[src/rtl/bus_share_defs.vh]
// Notes on behaviour
// map shared ram and dsp store both sides
// master slave-bus access only in slave reset, refresh or irq-ack windows
// grant only in three situations, else wait
// slave reset held: grant at once
// otherwise grant in refresh or irq acknowledge
// bit twelve picks ram or store select
// slave gives two-cycle refresh each fetch
// misaligned request raises master wait
// late irq-ack request granted without waits
// grant at window start, release at end
`ifndef BUS_SHARE_DEFS_VH
`define BUS_SHARE_DEFS_VH
`define CLK_RATE_HZ 10000000
`define REFRESH_CYCLES 3'h2
`define IACK_FETCH_T 3'h4
`define IACK_FREE_T 3'h3
`define SERIAL_DIV_HALF 2
`endif

[src/rtl/shared_bus_access_decoder.v]
`timescale 1ns/1ps
`include "bus_share_defs.vh"
// decoder and arbiter for master access to the slave bus
module shared_bus_access_decoder (
  input wire core_clk,
  input wire rst_n,
  input wire slave_cpu_reset_n,
  input wire master_remote_request_n,
  input wire master_sync_n,
  input wire word_clock_enable_n,
  input wire slave_opcode_fetch_n,
  input wire slave_port_request_n,
  input wire slave_memory_request_n,
  input wire slave_addr_bit_twelve,
  output reg master_stall_n,
  output reg master_grant_n,
  output reg slave_stall_n,
  output reg ram_select_n,
  output reg dsp_store_select_n,
  output reg irq_acknowledge_n,
  output wire serial_chip_clock
);
  localparam ST_SLAVE = 3'b001;
  localparam ST_WAIT = 3'b010;
  localparam ST_GRANT = 3'b100;
  // grant window lengths and irq-ack lead in clock cycles
  localparam [2:0] REFRESH_WIN = `REFRESH_CYCLES;
  localparam [2:0] IACK_WIN = `IACK_FETCH_T;
  localparam [2:0] IACK_LEAD = `IACK_FETCH_T - `IACK_FREE_T;

  // window length for a refresh grant or a late irq-ack grant
  function [2:0] grant_length;
    input from_iack;
    begin
      if (from_iack)
        grant_length = IACK_WIN;
      else
        grant_length = REFRESH_WIN;
    end
  endfunction

  // one step down, held at zero
  function [2:0] count_down;
    input [2:0] value;
    begin
      if (value != 3'h0)
        count_down = value - 3'h1;
      else
        count_down = 3'h0;
    end
  endfunction

  // one step up, held at the top so a stuck fetch cannot wrap
  function [2:0] count_up;
    input [2:0] value;
    begin
      if (value != 3'h7)
        count_up = value + 3'h1;
      else
        count_up = 3'h7;
    end
  endfunction

  // low-active select: low when a request is up and bit twelve matches
  function select_n;
    input any_request;
    input bit_twelve;
    input want_high;
    begin
      if (any_request)
        select_n = (bit_twelve != want_high);
      else
        select_n = 1'b1;
    end
  endfunction

  reg [2:0] state_q;
  reg [2:0] state_d;
  reg [2:0] win_q;
  reg [2:0] win_d;
  reg fetch_q;
  reg [2:0] low_cnt_q;
  reg sync_hold_q;
  wire req;
  wire refresh_start;
  wire late_iack;
  wire any_req;

  assign req = ~master_remote_request_n;
  // either side asking for the slave bus
  assign any_req = ~slave_memory_request_n | ~master_remote_request_n;
  // refresh begins as the fetch strobe rises
  assign refresh_start = fetch_q & slave_opcode_fetch_n;
  // last three t states of a long irq-ack fetch
  assign late_iack = ~slave_opcode_fetch_n &
    (low_cnt_q >= IACK_LEAD);

  // track opcode-fetch low time
  always @(posedge core_clk or negedge rst_n) begin
    if (!rst_n) begin
      fetch_q <= 1'b0;
      low_cnt_q <= 3'h0;
    end else begin
      fetch_q <= ~slave_opcode_fetch_n;
      if (slave_opcode_fetch_n)
        low_cnt_q <= 3'h0;
      else
        low_cnt_q <= count_up(low_cnt_q);
    end
  end

  // master sync without word clock enable stalls the slave until its fetch with word clock enabled
  always @(posedge core_clk or negedge rst_n) begin
    if (!rst_n)
      sync_hold_q <= 1'b0;
    else if (!master_sync_n && word_clock_enable_n)
      sync_hold_q <= 1'b1;
    else if (!master_sync_n && !word_clock_enable_n && !slave_opcode_fetch_n)
      sync_hold_q <= 1'b0;
  end

  // arbitration state
  always @* begin
    state_d = state_q;
    win_d = 3'h0;
    case (state_q)
      // slave owns the bus
      ST_SLAVE: begin
        if (req && !slave_cpu_reset_n)
          state_d = ST_GRANT;
        else if (req && (refresh_start || late_iack)) begin
          state_d = ST_GRANT;
          win_d = grant_length(late_iack);
        end else if (req)
          state_d = ST_WAIT;
      end
      // master stalled until a window opens
      ST_WAIT: begin
        if (!req)
          state_d = ST_SLAVE;
        else if (!slave_cpu_reset_n)
          state_d = ST_GRANT;
        else if (refresh_start) begin
          state_d = ST_GRANT;
          win_d = grant_length(1'b0);
        end
      end
      // master owns the bus for the window
      ST_GRANT: begin
        if (slave_cpu_reset_n) begin
          win_d = count_down(win_q);
          if (win_q <= 3'h1 && !late_iack)
            state_d = ST_SLAVE;
        end
        // reset grant lasts while the request stays low
        if (!req && slave_cpu_reset_n == 1'b0)
          state_d = ST_SLAVE;
      end
      default: state_d = ST_SLAVE;
    endcase
  end

  // arbitration state register
  always @(posedge core_clk or negedge rst_n) begin
    if (!rst_n)
      state_q <= ST_SLAVE;
    else
      state_q <= state_d;
  end

  // grant window counter
  always @(posedge core_clk or negedge rst_n) begin
    if (!rst_n)
      win_q <= 3'h0;
    else
      win_q <= win_d;
  end

  // master handshake strobes follow the next arbitration state
  always @(posedge core_clk or negedge rst_n) begin
    if (!rst_n) begin
      master_stall_n <= 1'b1;
      master_grant_n <= 1'b1;
    end else begin
      master_stall_n <= ~(state_d == ST_WAIT);
      master_grant_n <= ~(state_d == ST_GRANT);
    end
  end

  // slave stall from the word clock sync hold
  always @(posedge core_clk or negedge rst_n) begin
    if (!rst_n)
      slave_stall_n <= 1'b1;
    else
      slave_stall_n <= ~sync_hold_q;
  end

  // ram and dsp store selects from address bit twelve
  always @(posedge core_clk or negedge rst_n) begin
    if (!rst_n) begin
      ram_select_n <= 1'b1;
      dsp_store_select_n <= 1'b1;
    end else begin
      ram_select_n <= select_n(any_req, slave_addr_bit_twelve, 1'b0);
      dsp_store_select_n <= select_n(any_req, slave_addr_bit_twelve, 1'b1);
    end
  end

  // irq acknowledge when fetch and port request are both low
  always @(posedge core_clk or negedge rst_n) begin
    if (!rst_n)
      irq_acknowledge_n <= 1'b1;
    else
      irq_acknowledge_n <= slave_opcode_fetch_n | slave_port_request_n;
  end

  clock_divider #(
    .HALF(`SERIAL_DIV_HALF)
  ) u_div (
    .core_clk(core_clk),
    .rst_n(rst_n),
    .clk_out_q(serial_chip_clock)
  );
endmodule // shared_bus_access_decoder

[src/rtl/clock_divider.v]
`timescale 1ns/1ps
// serial chip clock from the processor clock domain
module clock_divider #(
  parameter HALF = 2
) (
  input wire core_clk,
  input wire rst_n,
  output reg clk_out_q
);
  reg [7:0] cnt_q;

  // toggle output every half period
  always @(posedge core_clk or negedge rst_n) begin
    if (!rst_n) begin
      cnt_q <= 8'h00;
      clk_out_q <= 1'b0;
    end else if (cnt_q == HALF[7:0] - 8'h01) begin
      cnt_q <= 8'h00;
      clk_out_q <= ~clk_out_q;
    end else begin
      cnt_q <= cnt_q + 8'h01;
    end
  end
endmodule // clock_divider

[config.mk]
export PLATFORM = sky130hd
export DESIGN_NAME = shared_bus_access_decoder
export DESIGN_NICKNAME = d
export VERILOG_FILES = /design/src/rtl/shared_bus_access_decoder.v /design/src/rtl/clock_divider.v
export VERILOG_INCLUDE_DIRS = /design/src /design/src/rtl
export SDC_FILE = /design/constraint.sdc
export NUM_CORES = 1
export LEC_CHECK = 0
export BUFFER_PORTS_ARGS = -buffer_cell sky130_fd_sc_hd__buf_2
export CAP_MARGIN = 20
export CORE_MARGIN = 1.5
export CORE_UTILIZATION = 58
export CTS_CLUSTER_DIAMETER = 60
export DETAILED_ROUTE_END_ITERATION = 10
export GPL_TIMING_DRIVEN = 0
export PLACE_DENSITY = 0.81
export SYNTH_ARGS = -nofsm -noshare
export SYNTH_HDL_FRONTEND = slang
export SYNTH_SLANG_ARGS = --single-unit
[constraint.sdc]
create_clock -name core_clk -period 4.12 [get_ports core_clk]
set_clock_uncertainty 0.2 [all_clocks]
set_input_delay 0.618 -clock core_clk [delete_from_list [all_inputs] [get_ports core_clk]]
set_output_delay 0.618 -clock core_clk [all_outputs]
set_load 0.01 [all_outputs]
==> out/results.txt <==
DIE HEIGHT = 47.43 um
io pins = 17
Num CTS Buffers = 3
dpl cells = 140
Post-route DRC = 0
Final Hold Vio Count = 0
Sequential Power Share = 0.602
RSZ-0062 raised after global routing = false
drt pass-1 iters = 4
Wirelength per Cell = 12.76 um
Cells after Synth = 100
Die W = 47.43 um
die area = 0.002250 mm2
CTS clk-pin slew, worst paths = 0.13 ns
CTS Buffer Depth = 2
Tcrit/Tclk final = 0.4360
H-tree Lvls = 1
area of the multi-input gates = 447.9 um2
Setup CP Type = reg -> reg
worst-path maximum fanout = 4
clock power share = 0.251
Req. time, crit path = 4.17 ns
GRT met3 Usage = 0.08302
CTS Hold Bufs = 0
Setup TNS Final = 0 ns
Antenna diodes = 0
Slowest-stage cell, CP = dfrtp_1
crit-path cells = ha_1 -> nor4_1 -> nor2_1 -> o41a_1 -> a21boi_0
Fill cells = 129
core area = 0.001783 mm2
Syn-to-layout area delta = 12.46%
GRT busiest layer = met2
crit start category = flip-flop
total nets after synthesis = 116
most frequent cells in the layout = dfrtp_1, buf_2, inv_1
vias in the first global route = 703
flop2flop setup slack = 2.32 ns
status = finished clean
LEAKAGE = 0.0006195 uW
register area = 659.4 um2
Psw = 124.6 uW
Worst path max stage delay = 0.44 ns
DR vias/cell = 5.354
hold_ws = 0.05765 ns
CP delay by family, top = compound AO/OA/AOI/OAI gates
PwrDens = 383.2 mW/mm2
Seq/Total Area, Yosys = 0.5760
fin util = 0.7221
Root Buffer = clkbuf_4
logic gate share of total power = 0.147
CTS tree = built
CP bufs+invs = 0
Initial Util = 0.6421
#FFs+latches synth = 26
sw frac = 0.2525
Worst-Skew Late Latency = 0.32 ns
vias = 771
hpwl dp = 1395 um
largest net degree at the start of global routing = 27
crit end category = flip-flop
commonest non-fill, non-tap cell in the layout = dfrtp_1
Synth Area per Inst = 11.45 um2
Unique masters post-synth = 28
global-route wire length before repair = 2967 um
Nets = 136
CP startpoint = low_cnt_q[0]
non-filler cells, final = 144
Mapped Area = 0.001145 mm2
layout cells sized above 1 = 0.2773
GRT Residual Overflow = 0
crit path DAT = 1.84 ns
GRT Resource Usage Total = 0.1971
Least-Margin Pin Slew = 0.5311 ns
Max Slew Vio Count = 0
number of max-cap violations = 0
Iter 0 DRT Violations = 18
Peak supply drop = 0.2812 mV
post-cts sizing count = 0
CTS sink count = 26
post-CTS setup buffer count = 0
Antenna Nets Post-Route = 0
YS warnings = 0
relative slew slack = 0.6459
GPL Wtd Cong = 0.7619
# rows = 15
met2 global-route usage = 0.3135
Final min period = 1.796 ns
total power = 493.4 uW
port bufs = 15
cell-internal power = 368.8 uW
FMAX = 556.7 MHz
Hold WC Path Type = in -> async
RR Startpoint = low_cnt_q[0]
initial antenna violation count = 0
final count of negative-setup-slack endpoints = 0
M1 GR Usage = 0.2451
WL final = 1838 um
==> cells by family (layout without fill, tap and decap cells) <==
kind of cell	after synthesis	after routing	share of synthesized area
AO/OA/AOI/OAI	16	16	0.09509
XOR/XNOR	7	7	0.05355
adder cells (fa/ha/maj)	6	6	0.06557
buffers and inverters	10	29	0.03278
flip-flops	26	26	0.5760
AND/OR/NAND/NOR	35	35	0.1770
==> sequential cells by signal, indices dropped and copies added, names as in the netlist <==
signal and cells:
dsp_store_select_n 1, irq_acknowledge_n 1, fetch_q 1, master_grant_n 1, master_stall_n 1, win_q 3
state_q 3, u_div.cnt_q 8, sync_hold_q 1, slave_stall_n 1, u_div.clk_out_q 1, ram_select_n 1
low_cnt_q 3
==> worst register-to-register path: cells and delay by family (launching register included) <==
family | cells | cell delay [ns]
and+or+nand+nor | 2 | 0.34
DFF | 1 | 0.44
AOI/OAI and AO/OA | 2 | 0.55
adders and majority gates | 1 | 0.20
==> path summary, 6_finish.rpt <==
kind,end,depth (start not counted)
max,state_q[0],5
min,low_cnt_q[0],1
max reg2reg,state_q[0],5
min reg2reg,slave_stall_n,1
max in group asynchronous,master_stall_n,1
min in group core_clk,slave_stall_n,1
==> layer usage <==
metal,up-vias,part of all wire
met5,-,0
met4,0,0.0082
met3,2,0.064
met2,30,0.48
met1,363,0.44
li1,376,-
==> cell type report <==
class | instances | area share
buffer | 1 | 0.002915
timing repair buffer | 15 | 0.05831
inverter | 9 | 0.02624
sequential | 26 | 0.5121
multi-input combinational | 64 | 0.3479
tap | 25 | 0.02430
clock buffer | 4 | 0.02818
==> power by group through the flow <==
| stage | clock [uW] | combinational [uW] | sequential [uW] |
|---|---|---|---|
| global route | 139 | 82.9 | 300 |
| floorplan | 0 | 44.5 | 302 |
| CTS | 129 | 73.2 | 296 |
| detailed placement | 0 | 73.0 | 301 |
| finish | 124 | 72.4 | 297 |
| global placement | 0 | 69.8 | 300 |
==> synthesized netlist by cell type <==
cell | number | area share
nor4_1 | 2 | 0.011
inv_1 | 9 | 0.030
o41a_1 | 1 | 0.0098
o21ai_0 | 3 | 0.013
and3_2 | 1 | 0.0066
or2_2 | 3 | 0.016
and3_1 | 2 | 0.011
xor2_1 | 2 | 0.015
nand3b_1 | 1 | 0.0066
nand2_1 | 6 | 0.020
a21boi_0 | 1 | 0.0066
a21oi_1 | 6 | 0.026
a2bb2oi_1 | 1 | 0.0077
clkbuf_1 | 1 | 0.0033
xnor2_1 | 5 | 0.038
nor4_4 | 1 | 0.019
nand3_1 | 5 | 0.022
o2bb2ai_1 | 1 | 0.0077
dfrtp_1 | 19 | 0.42
a31o_2 | 1 | 0.0077
and2_1 | 1 | 0.0055
ha_1 | 6 | 0.066
dfstp_2 | 7 | 0.16
or4b_4 | 1 | 0.012
o32a_1 | 1 | 0.0087
a211o_1 | 1 | 0.0077
nand2b_1 | 4 | 0.022
nor2_1 | 8 | 0.026
==> per-stage QoR <==
| step | instance area [um2] | setup slack (ns) |
|---|---|---|
| 3_3_place_gp | 1251 | 2.248 |
| 3_5_place_dp | 1251 | 2.209 |
| 6_report | 1287 | 2.324 |
| 4_1_cts | 1287 | 2.294 |
| 5_1_grt | 1287 | 2.177 |
| 2_1_floorplan | 1145 | 2.384 |
No activity file was read; power rests on OpenSTA's default activity.
